==> src/gpm_pkg.sv <==
/*
 * Constants, register map, field layout and mode codes for the four-pin
 * general-purpose port with message-interrupt triggers.
 * Assumes a 250 MHz core clock and a simple strobe register port whose
 * byte addresses are 12 bits wide.
 */
// How it works
// - Two-bit mode field per pin, four modes.
// - Interrupt mode: falling edge fires vector n.
// - Read-only register returns sampled pin levels.
// - Output-value bits drive configured output pins.
// - Output-value reads return stored bits, not pins.
// - Routing bit 0 selects legacy or message.
// - Legacy pins A..D map to vectors 4..7.
// - Mode, output and routing registers reset zero.
package gpm_pkg;

   // ************************************************************
   // Sizes
   // ************************************************************
   localparam int ADDR_W = 12;
   localparam int DATA_W = 32;
   localparam int PIN_N = 4;
   localparam int MODE_W = 2;
   localparam int LEG_N = 4;
   localparam int VEC_N = PIN_N + LEG_N;
   localparam int LEG_VEC_BASE = 4;
   localparam int CLK_PERIOD_NS = 4;

   // ************************************************************
   // Register map (byte addresses)
   // ************************************************************
   localparam logic [ADDR_W-1:0] OFF_PIN_MODE_CONTROL = 12'h214;
   localparam logic [ADDR_W-1:0] OFF_PIN_LEVEL_READBACK = 12'h218;
   localparam logic [ADDR_W-1:0] OFF_PIN_OUTPUT_VALUE = 12'h21c;
   localparam logic [ADDR_W-1:0] OFF_LEGACY_IRQ_ROUTING = 12'h220;
   localparam logic [ADDR_W-1:0] OFF_EVENT_STATUS = 12'h224;
   localparam logic [ADDR_W-1:0] OFF_EVENT_MASK = 12'h228;

   // ************************************************************
   // Fields and reset values
   // ************************************************************
   localparam int MODE_FIELD_W = PIN_N * MODE_W;
   localparam int ROUTE_SEL_BIT = 0;
   localparam logic [DATA_W-1:0] REG_RESET = 32'h0000_0000;
   localparam logic [DATA_W-1:0] READ_UNMAPPED = 32'h0000_0000;

   // ************************************************************
   // Pin modes
   // ************************************************************
   typedef enum logic [MODE_W-1:0] {
      GPM_MODE_INPUT = 2'b00,
      GPM_MODE_OUTPUT = 2'b01,
      GPM_MODE_OPEN_DRAIN = 2'b10,
      GPM_MODE_IRQ_IN = 2'b11
   } gpm_mode_t;

endpackage : gpm_pkg

==> src/gpm_sync.sv <==
/*
 * Two-flop level synchroniser, one bit per lane.
 * Assumes inputs are asynchronous to ref_clk; only the second stage is
 * visible outside.
 */
`timescale 1ns/1ns
module gpm_sync #(
   parameter int WIDTH = 8,
   parameter logic [WIDTH-1:0] RESET_VAL = '0 // Per-lane reset level, set to each line's idle level
) (
   input wire logic ref_clk,             // Core clock
   input wire logic nrst,                // Async reset, active low
   input wire logic [WIDTH-1:0] async_in, // Raw pin levels
   output logic [WIDTH-1:0] sync_out      // Synchronised levels
);

   logic [WIDTH-1:0] stage1;

   // First stage feeds the second stage and nothing else
   always_ff @(posedge ref_clk or negedge nrst) begin
      if (!nrst) begin
         stage1 <= RESET_VAL;
         sync_out <= RESET_VAL;
      end else begin
         stage1 <= async_in;
         sync_out <= stage1;
      end
   end

endmodule : gpm_sync

==> src/gpm_fall_detect.sv <==
/*
 * Per-lane falling-edge detector with enable, giving one registered
 * pulse for each high-to-low step of an already synchronised level.
 * Assumes the input is on ref_clk.
 */
`timescale 1ns/1ns
module gpm_fall_detect #(
   parameter int WIDTH = 8
) (
   input wire logic ref_clk,           // Core clock
   input wire logic nrst,              // Async reset, active low
   input wire logic [WIDTH-1:0] level, // Synchronised level
   input wire logic [WIDTH-1:0] enable, // Lane armed for edges
   output logic [WIDTH-1:0] fall_pulse  // One-cycle pulse per fall
);

   logic [WIDTH-1:0] prev;

   // Previous level starts low so a pin already low at reset fires nothing
   always_ff @(posedge ref_clk or negedge nrst) begin
      if (!nrst) begin
         prev <= '0;
      end else begin
         prev <= level;
      end
   end

   always_ff @(posedge ref_clk or negedge nrst) begin
      if (!nrst) begin
         fall_pulse <= '0;
      end else begin
         fall_pulse <= enable & prev & ~level;
      end
   end

endmodule : gpm_fall_detect

==> src/gpm_port.sv <==
/*
 * Top of the general-purpose port: register file, pin drive, legacy
 * interrupt rerouting, message-vector triggers and a summary interrupt.
 * Assumes a strobe register port on ref_clk, board pins asynchronous to
 * ref_clk, and a message generator that accepts one-cycle trigger pulses.
 */
// Strobed register access was chosen for this implementation.
`timescale 1ns/1ns
module gpm_port (
   input wire logic ref_clk,                              // Core clock, 250 MHz
   input wire logic nrst,                                 // Async reset, active low
   input wire logic [gpm_pkg::ADDR_W-1:0] reg_addr,       // Register byte address
   input wire logic [gpm_pkg::DATA_W-1:0] reg_wdata,      // Write data
   input wire logic reg_wr,                               // Write strobe
   input wire logic reg_rd,                               // Read strobe
   output logic [gpm_pkg::DATA_W-1:0] reg_rdata,          // Read data, cycle after strobe
   input wire logic [gpm_pkg::PIN_N-1:0] gpio_in,         // Pin level in
   output logic [gpm_pkg::PIN_N-1:0] gpio_out,            // Pin level out
   output logic [gpm_pkg::PIN_N-1:0] gpio_oe,             // Pin drive enable
   input wire logic [gpm_pkg::LEG_N-1:0] legacy_irq_n_in, // Legacy INTA..D in, low active
   output logic [gpm_pkg::LEG_N-1:0] legacy_irq_n_out,    // Legacy INTA..D onward, low active
   output logic [gpm_pkg::VEC_N-1:0] msg_trigger,         // Message vector pulses
   output logic irq                                       // Summary interrupt, high active
);

   // ************************************************************
   // Functions
   // ************************************************************

   // Mode field of one pin
   function automatic gpm_pkg::gpm_mode_t pin_mode(
      input logic [gpm_pkg::MODE_FIELD_W-1:0] ctrl,
      input int unsigned n
   );
      logic [gpm_pkg::MODE_W-1:0] f;
      f = ctrl[n*gpm_pkg::MODE_W +: gpm_pkg::MODE_W];
      return gpm_pkg::gpm_mode_t'(f);
   endfunction : pin_mode

   // Register hit decode
   function automatic logic hit(
      input logic [gpm_pkg::ADDR_W-1:0] addr,
      input logic [gpm_pkg::ADDR_W-1:0] off
   );
      return addr == off;
   endfunction : hit

   // ************************************************************
   // Declarations
   // ************************************************************
   logic [gpm_pkg::MODE_FIELD_W-1:0] pin_mode_control;
   logic [gpm_pkg::PIN_N-1:0] pin_output_value;
   logic legacy_irq_to_message_select;
   logic [gpm_pkg::VEC_N-1:0] event_status;
   logic [gpm_pkg::VEC_N-1:0] event_mask;
   logic [gpm_pkg::VEC_N-1:0] raw_level;
   logic [gpm_pkg::VEC_N-1:0] sync_level;
   logic [gpm_pkg::VEC_N-1:0] edge_enable;
   logic [gpm_pkg::VEC_N-1:0] fall_pulse;
   logic [gpm_pkg::PIN_N-1:0] pin_level;
   logic [gpm_pkg::LEG_N-1:0] legacy_level_n;
   logic [gpm_pkg::PIN_N-1:0] next_gpio_out;
   logic [gpm_pkg::PIN_N-1:0] next_gpio_oe;
   logic [gpm_pkg::DATA_W-1:0] next_rdata;
   logic wr_mode;
   logic wr_value;
   logic wr_route;
   logic wr_status;
   logic wr_mask;

   // ************************************************************
   // Write decode
   // ************************************************************
   assign wr_mode = reg_wr && hit(reg_addr, gpm_pkg::OFF_PIN_MODE_CONTROL);
   assign wr_value = reg_wr && hit(reg_addr, gpm_pkg::OFF_PIN_OUTPUT_VALUE);
   assign wr_route = reg_wr && hit(reg_addr, gpm_pkg::OFF_LEGACY_IRQ_ROUTING);
   assign wr_status = reg_wr && hit(reg_addr, gpm_pkg::OFF_EVENT_STATUS);
   assign wr_mask = reg_wr && hit(reg_addr, gpm_pkg::OFF_EVENT_MASK);

   // ************************************************************
   // Configuration registers
   // ************************************************************
   always_ff @(posedge ref_clk or negedge nrst) begin
      if (!nrst) begin
         pin_mode_control <= gpm_pkg::REG_RESET[gpm_pkg::MODE_FIELD_W-1:0];
      end else if (wr_mode) begin
         pin_mode_control <= reg_wdata[gpm_pkg::MODE_FIELD_W-1:0];
      end
   end

   always_ff @(posedge ref_clk or negedge nrst) begin
      if (!nrst) begin
         pin_output_value <= gpm_pkg::REG_RESET[gpm_pkg::PIN_N-1:0];
      end else if (wr_value) begin
         pin_output_value <= reg_wdata[gpm_pkg::PIN_N-1:0];
      end
   end

   always_ff @(posedge ref_clk or negedge nrst) begin
      if (!nrst) begin
         legacy_irq_to_message_select <= gpm_pkg::REG_RESET[gpm_pkg::ROUTE_SEL_BIT];
      end else if (wr_route) begin
         legacy_irq_to_message_select <= reg_wdata[gpm_pkg::ROUTE_SEL_BIT];
      end
   end

   always_ff @(posedge ref_clk or negedge nrst) begin
      if (!nrst) begin
         event_mask <= gpm_pkg::REG_RESET[gpm_pkg::VEC_N-1:0];
      end else if (wr_mask) begin
         event_mask <= reg_wdata[gpm_pkg::VEC_N-1:0];
      end
   end

   // ************************************************************
   // Input synchronisation and edge detection
   // ************************************************************

   // Lanes 0..3 are the port pins, lanes 4..7 the legacy interrupt pins
   assign raw_level = {legacy_irq_n_in, gpio_in};

   // Legacy lines idle high, so their stages reset high; a low reset would pass a false assertion onward
   gpm_sync #(
      .WIDTH(gpm_pkg::VEC_N),
      .RESET_VAL({{gpm_pkg::LEG_N{1'b1}}, {gpm_pkg::PIN_N{1'b0}}})
   ) u_sync (
      .ref_clk(ref_clk),
      .nrst(nrst),
      .async_in(raw_level),
      .sync_out(sync_level)
   );

   assign pin_level = sync_level[gpm_pkg::PIN_N-1:0];
   assign legacy_level_n = sync_level[gpm_pkg::VEC_N-1:gpm_pkg::LEG_VEC_BASE];

   generate
      for (genvar n = 0; n < gpm_pkg::PIN_N; n++) begin : g_pin_arm
         assign edge_enable[n] = pin_mode(pin_mode_control, n) == gpm_pkg::GPM_MODE_IRQ_IN;
      end
      for (genvar k = 0; k < gpm_pkg::LEG_N; k++) begin : g_leg_arm
         // Assertion of INTA..D is a falling edge of the low-active pin
         assign edge_enable[gpm_pkg::LEG_VEC_BASE+k] = legacy_irq_to_message_select;
      end
   endgenerate

   gpm_fall_detect #(
      .WIDTH(gpm_pkg::VEC_N)
   ) u_fall (
      .ref_clk(ref_clk),
      .nrst(nrst),
      .level(sync_level),
      .enable(edge_enable),
      .fall_pulse(fall_pulse)
   );

   // Lane index equals vector number, so the pulse vector is the trigger vector
   assign msg_trigger = fall_pulse;

   // ************************************************************
   // Legacy interrupt pass-through
   // ************************************************************

   // Held deasserted while rerouted so the level path never doubles a message
   always_ff @(posedge ref_clk or negedge nrst) begin
      if (!nrst) begin
         legacy_irq_n_out <= '1;
      end else if (legacy_irq_to_message_select) begin
         legacy_irq_n_out <= '1;
      end else begin
         legacy_irq_n_out <= legacy_level_n;
      end
   end

   // ************************************************************
   // Pin drive
   // ************************************************************
   generate
      for (genvar n = 0; n < gpm_pkg::PIN_N; n++) begin : g_drive
         always_comb begin
            unique case (pin_mode(pin_mode_control, n))
               gpm_pkg::GPM_MODE_OUTPUT: begin
                  next_gpio_out[n] = pin_output_value[n];
                  next_gpio_oe[n] = 1'b1;
               end
               gpm_pkg::GPM_MODE_OPEN_DRAIN: begin
                  next_gpio_out[n] = 1'b0;
                  next_gpio_oe[n] = ~pin_output_value[n];
               end
               gpm_pkg::GPM_MODE_INPUT,
               gpm_pkg::GPM_MODE_IRQ_IN: begin
                  next_gpio_out[n] = 1'b0;
                  next_gpio_oe[n] = 1'b0;
               end
            endcase
         end
      end
   endgenerate

   // Registered drive costs one cycle but keeps the pads glitch-free
   always_ff @(posedge ref_clk or negedge nrst) begin
      if (!nrst) begin
         gpio_out <= '0;
         gpio_oe <= '0;
      end else begin
         gpio_out <= next_gpio_out;
         gpio_oe <= next_gpio_oe;
      end
   end

   // ************************************************************
   // Event status and summary interrupt
   // ************************************************************

   // A new event in the clearing cycle stays set
   always_ff @(posedge ref_clk or negedge nrst) begin
      if (!nrst) begin
         event_status <= gpm_pkg::REG_RESET[gpm_pkg::VEC_N-1:0];
      end else if (wr_status) begin
         event_status <= (event_status & ~reg_wdata[gpm_pkg::VEC_N-1:0]) | fall_pulse;
      end else begin
         event_status <= event_status | fall_pulse;
      end
   end

   assign irq = |(event_status & event_mask);

   // ************************************************************
   // Read path
   // ************************************************************
   always_comb begin
      next_rdata = gpm_pkg::READ_UNMAPPED;
      if (hit(reg_addr, gpm_pkg::OFF_PIN_MODE_CONTROL)) begin
         next_rdata[gpm_pkg::MODE_FIELD_W-1:0] = pin_mode_control;
      end else if (hit(reg_addr, gpm_pkg::OFF_PIN_LEVEL_READBACK)) begin
         next_rdata[gpm_pkg::PIN_N-1:0] = pin_level;
      end else if (hit(reg_addr, gpm_pkg::OFF_PIN_OUTPUT_VALUE)) begin
         next_rdata[gpm_pkg::PIN_N-1:0] = pin_output_value;
      end else if (hit(reg_addr, gpm_pkg::OFF_LEGACY_IRQ_ROUTING)) begin
         next_rdata[gpm_pkg::ROUTE_SEL_BIT] = legacy_irq_to_message_select;
      end else if (hit(reg_addr, gpm_pkg::OFF_EVENT_STATUS)) begin
         next_rdata[gpm_pkg::VEC_N-1:0] = event_status;
      end else if (hit(reg_addr, gpm_pkg::OFF_EVENT_MASK)) begin
         next_rdata[gpm_pkg::VEC_N-1:0] = event_mask;
      end
   end

   // Data stand only in the cycle after the strobe, zero otherwise
   always_ff @(posedge ref_clk or negedge nrst) begin
      if (!nrst) begin
         reg_rdata <= '0;
      end else if (reg_rd) begin
         reg_rdata <= next_rdata;
      end else begin
         reg_rdata <= '0;
      end
   end

endmodule : gpm_port

==> config.mk <==
export PLATFORM = sky130hd
export DESIGN_NAME = gpm_port
export DESIGN_NICKNAME = d
export VERILOG_FILES = /design/src/gpm_pkg.sv /design/src/gpm_sync.sv /design/src/gpm_fall_detect.sv /design/src/gpm_port.sv
export SDC_FILE = /design/constraint.sdc
export NUM_CORES = 1
export LEC_CHECK = 0
export BUFFER_PORTS_ARGS = -buffer_cell sky130_fd_sc_hd__buf_2
export CORE_MARGIN = 5
export CORE_UTILIZATION = 54
export CTS_CLUSTER_DIAMETER = 30
export DETAILED_ROUTE_END_ITERATION = 10
export HOLD_SLACK_MARGIN = 0.02
export PLACE_DENSITY_LB_ADDON = 0.12
export SYNTH_ARGS = -nofsm -noshare
export SYNTH_HDL_FRONTEND = slang
export SYNTH_HIERARCHICAL = 1
export SYNTH_SLANG_ARGS = --single-unit
==> constraint.sdc <==
create_clock -name ref_clk -period 1.68 [get_ports ref_clk]
set_input_delay 0.168 -clock ref_clk [delete_from_list [all_inputs] [get_ports ref_clk]]
set_output_delay 0.168 -clock ref_clk [all_outputs]
set_load 0.005 [all_outputs]
---- Word-level counts from Yosys, hierarchy flattened ----
Cells that the tools add are included.
Widths: inputs -> output; s select.
cells by class
  eq/ne operators ......................... 18
  muxes and demuxes ....................... 20
  bitwise operators ....................... 12
  reductions and logical operators ........ 18
operator list
  kind                  count
  $eq 12x10->1 const B  6
  $mux 8                5
  $and 8x8->8           4
  $mux 4                5
  $eq 2x2->1 const B    8
  $not 8->8             2
  $or 8x8->8            2
  $pmux 1 s3            4
  $reduce_or 3->1       4
  $eq 2x1->1 const B    4
  $logic_not 2->1       4
  $pmux 1 s2            4
  $reduce_or 2->1       4
  $reduce_or 8->1       1
  $mux 7                1
  $logic_and 1x1->1     5
  $not 1->1             4
  $mux 1                1
storage, ports and cells
  flip-flop bits (word level) ............. 105
  input bits .............................. 56
  output and inout bits ................... 53

---- Depth between registers and ports, before layout ----
  depth after elaboration ................. 8
  gate-level depth with buffers ........... 5
  mapped depth without buffers ............ 4

---- Modules after synthesis ----
Netlist, hierarchy kept.
by module, submodules not included
  module           instances  cells an instance  area an instance (um^2)
  gpm_port         1          206                2461.1
  gpm_fall_detect  1          24                 470.5
  gpm_sync         1          16                 410.4

---- Least setup slack after synthesis ----
No wires, ideal clock.
  kind .................................... in2reg
  start ................................... input reg_addr[11] (netlist bit)
  end ..................................... register pin_mode_control[6] (netlist bit)
  library setup time ...................... 0.125 ns
  data arrival time ....................... 1.355 ns
  path slack .............................. 0.200 ns
  cell stages on the path ................. 5
  buffers on the path ..................... 1
  cell sequence ........................... nor4b_4 and3_1 buf_6 nand3_4 mux2_4
between the ends
  word-level cells in the longest chain between the ends .. 2
ends and longest elaborated chain
  what                  RTL line        text
  start, declared       gpm_port.sv:12  input wire logic [gpm_pkg::ADDR_W-1:0] reg_addr,
  $eq 12x10->1          gpm_port.sv:45  return addr == off;
  $logic_and 1x1->1     gpm_port.sv:74  assign wr_mode = reg_wr && hit(reg_addr, gpm_pkg::OFF_PIN_MODE_CONTROL);
  end signal, assigned  gpm_port.sv:85  pin_mode_control <= gpm_pkg::REG_RESET[gpm_pkg::MODE_FIELD_W-1:0];
  end signal, assigned  gpm_port.sv:87  pin_mode_control <= reg_wdata[gpm_pkg::MODE_FIELD_W-1:0];
  end, declared         gpm_port.sv:51  logic [gpm_pkg::MODE_FIELD_W-1:0] pin_mode_control;
Every way passes these cells.
A chain may end at the register's enable or synchronous reset.

---- Worst setup path after layout ----
  start ................................... register event_status[3] (netlist bit)
  end ..................................... output irq
between the ends
  word-level cells in the longest chain between the ends .. 2
ends and longest elaborated chain
  what                    RTL line         text
  start, declared         gpm_port.sv:54   logic [gpm_pkg::VEC_N-1:0] event_status;
  start signal, assigned  gpm_port.sv:217  event_status <= gpm_pkg::REG_RESET[gpm_pkg::VEC_N-1:0];
  start signal, assigned  gpm_port.sv:219  event_status <= (event_status & ~reg_wdata[gpm_pkg::VEC_N-1:0]) | fall_pulse;
  start signal, assigned  gpm_port.sv:221  event_status <= event_status | fall_pulse;
  $and 8x8->8             gpm_port.sv:225  assign irq = |(event_status & event_mask);
  $reduce_or 8->1         gpm_port.sv:225
  end, declared           gpm_port.sv:23   output logic irq
Every way passes these cells.

==> results.json <==
{
  "outcome": "completed",
  "r2r_setup_slack_ns": 0.45,
  "die_area_mm2": 0.007862,
  "synth_xor_xnor_area_share_pct": 0,
  "cts-root-buf": "clkbuf_8",
  "start_util_pct": 56.11,
  "fin_skew_ns": 0.005603,
  "crit_path_end_kind": "output pin",
  "hold_viol": 0,
  "syn_area_per_cell_um2": 13.59,
  "antenna_found_initial": 0,
  "ys_seq_area_share_pct": 61.10,
  "synth_edf_count": 0,
  "min_period_over_period_pct": 86.51,
  "yosysTopAreaCell": "dfrtp_1",
  "fp.dieW_um": 88.67,
  "ios": 109,
  "wire_per_inst_um": 16.48,
  "grt_pass1_wl_um": 11230,
  "cts_tree": "yes",
  "synth_common_cells": "dfrtp_1 (69), buf_4 (24), mux2_2 (22)",
  "drtIter0Drc": 153,
  "pwr-share-clk_pct": 35.5,
  "syn2layout_area_growth_pct": 19.24,
  "p_total_mw": 3.435,
  "leakagePower_nw": 2.083,
  "synth-seq-cells": 81,
  "dpl.hpwl_um": 4891,
  "stdcell_count": 413,
  "syn_area_mm2": 0.003342,
  "synth-compound-area-share_pct": 8.499,
  "crit_chain": "a22oi_1 -> nand4_1 -> buf_2",
  "wirelength_um": 6805,
  "drc": 0,
  "combPwrFrac_pct": 5.7,
  "ys.flop_type": "dfrtp_1",
  "vias_per_cell": 5.286,
  "numPlacedInstances": 388,
  "critical_path_required_ns": 1.51,
  "hold_buffers": 9,
  "synth_area_leaders": "dfrtp_1 (52%), dfstp_2 (9.4%), mux2_2 (7.4%)",
  "period_minus_slack_ns": 1.453,
  "layout.nets": 392,
  "rows": 28,
  "gr-total-overflow": 0,
  "drtPass1Iterations": 4,
  "maxCapViolCount": 0,
  "grt_pass1_vias": 2250,
  "clock_latency_ns": 0.35,
  "gp_congestion": 0.8017,
  "min_path_type": "in -> reg",
  "pwr_density_cell_mw_per_mm2": 862.0,
  "cts.clk_slew.worst_paths_ns": 0.08,
  "rsz0062_at_grt": "false",
  "post_cts_resize_count": 0,
  "cts_buffer_depth": 2,
  "ys_async_sr_fraction_pct": 100.0,
  "cp-start-kind": "flop",
  "hold-worst-slack_ns": 0.07365,
  "synth_top_family_by_area": "simple AND/OR/NAND/NOR gates",
  "synth.distinct_cells": 45,
  "yosys.area_share.simple_pct": 13.78,
  "ant_nets": 0,
  "die_y_um": 88.67,
  "cp_slowest_stage_delay_ns": 0.41,
  "grt_use_total_pct": 19.27,
  "cts.sinks": 81,
  "cp_max_fo": 3,
  "p_sw_mw": 0.7785,
  "cts_setup_buffers": 0,
  "setup_viol": 0,
  "core_mm2": 0.005956,
  "synth_top_area_share_pct": 51.67,
  "critPathArrivalTime_ns": 1.29,
  "muxShareOfSynthArea_pct": 8.761,
  "sequentialPowerShare_pct": 58.8,
  "grt_max_degree": 40,
  "vias": 2183,
  "crit_type": "reg -> out",
  "synth_fa_ha_area_share_pct": 1.123,
  "cts_buffers": 9,
  "path_delay_family": "flip-flops",
  "n_antenna_cell": 0,
  "p_int_mw": 2.657,
  "max-vdd-ir-drop_uv": 837.3,
  "htree_levels": 3,
  "yosysWarningCount": 6,
  "swShare_pct": 22.66,
  "slew_violations": 0,
  "numPortBuffers": 60,
  "synth_cells": 246,
  "drive_gt1_share_pct": 39.35,
  "fmax_mhz": 688.1,
  "crit_slowest_cell": "dfrtp_1",
  "path_buf_inv": 1,
  "yosysMostFrequentCell": "dfrtp_1"
}
-- power by group through the flow --
| stage | sequential, mW | clock, mW | combinational, mW |
|---|---|---|---|
| after floorplan | 2.05 | 0 | 0.0935 |
| after global placement | 2.05 | 0 | 0.174 |
| after detailed placement | 2.06 | 0 | 0.178 |
| after CTS | 2.02 | 1.26 | 0.195 |
| after global routing | 2.02 | 1.35 | 0.219 |
| final | 2.02 | 1.22 | 0.195 |
-- registers in the layout, summed over array words and instances, names as in the netlist --
signal	flops
event_mask	8
event_status	8
pin_mode_control	8
reg_rdata	8
u_fall/fall_pulse	8
u_fall/prev	8
u_sync/stage1	8
u_sync/sync_out	8
gpio_oe	4
gpio_out	4
legacy_irq_n_out	4
pin_output_value	4
legacy_irq_to_message_select	1
-- kinds of logic (layout without fill, tap and decap cells) --
logic type	count (synthesis)	count (layout)
adders and majority gates	3	3
other	1	24
muxes	26	26
AOI/OAI and AO/OA	37	37
and+or+nand+nor	66	66
buffers and inverters	32	101
DFF	81	81
-- stage by stage --
step | util [%] | setup TNS (ns) | setup slack (ns) | cell area [um2]
2_1_floorplan | - | 0 | 0.1998 | 3428
3_3_place_gp | 62.61 | -0.02602 | -0.02602 | 3729
3_5_place_dp | 62.61 | 0 | 0.008796 | 3729
4_1_cts | 66.91 | 0 | 0.2167 | 3985
5_1_grt | 66.91 | 0 | 0.1320 | 3985
6_report | 66.91 | 0 | 0.2266 | 3985
-- layout by cell type, fill, tap and decap left out, drive strengths merged, types with 4 or more instances in the layout --
cell type / instances
a21o: 9
a22o: 5
a22oi: 9
and2: 4
and3b: 12
buf: 74
clkbuf: 13
conb: 24
dfrtp: 69
dfstp: 12
dlygate4sd3: 9
mux2: 23
nand2: 12
nand3: 6
nor2: 7
nor2b: 5
nor4b: 4
or2: 4
-- routing by layer --
metal | vias up | GRT usage (%) | wire, um
met1 | 1098 | 25.96 | 2881
li1 | 1003 | - | -
met2 | 72 | 29.55 | 3335
met3 | 10 | 5.121 | 484
met4 | 0 | 8.242 | 104
met5 | - | 0 | 0
-- area by class of cell --
class | count | area [um2]
fillers | 447 | 1971
well taps | 75 | 93.84
clock buffers | 13 | 148.9
inverters | 2 | 7.507
multi-input cells | 156 | 1165
flip-flops and latches | 81 | 2042
clock inverters | 3 | 17.52
repair buffers | 83 | 510.5
-- final timing paths --
kind,cells after the start,start,to
setup / recovery,3,event_status[3],irq
hold / removal,2,reg_wdata[6],pin_mode_control[6]
max in group asynchronous,3,nrst,legacy_irq_n_out[2]
setup reg to reg,4,event_status[3],reg_rdata[3]
min in group asynchronous,2,nrst,gpio_oe[0]
hold reg to reg,0,u_sync/stage1[3],u_sync/sync_out[3]
No activity file was read; power rests on OpenSTA's default activity.
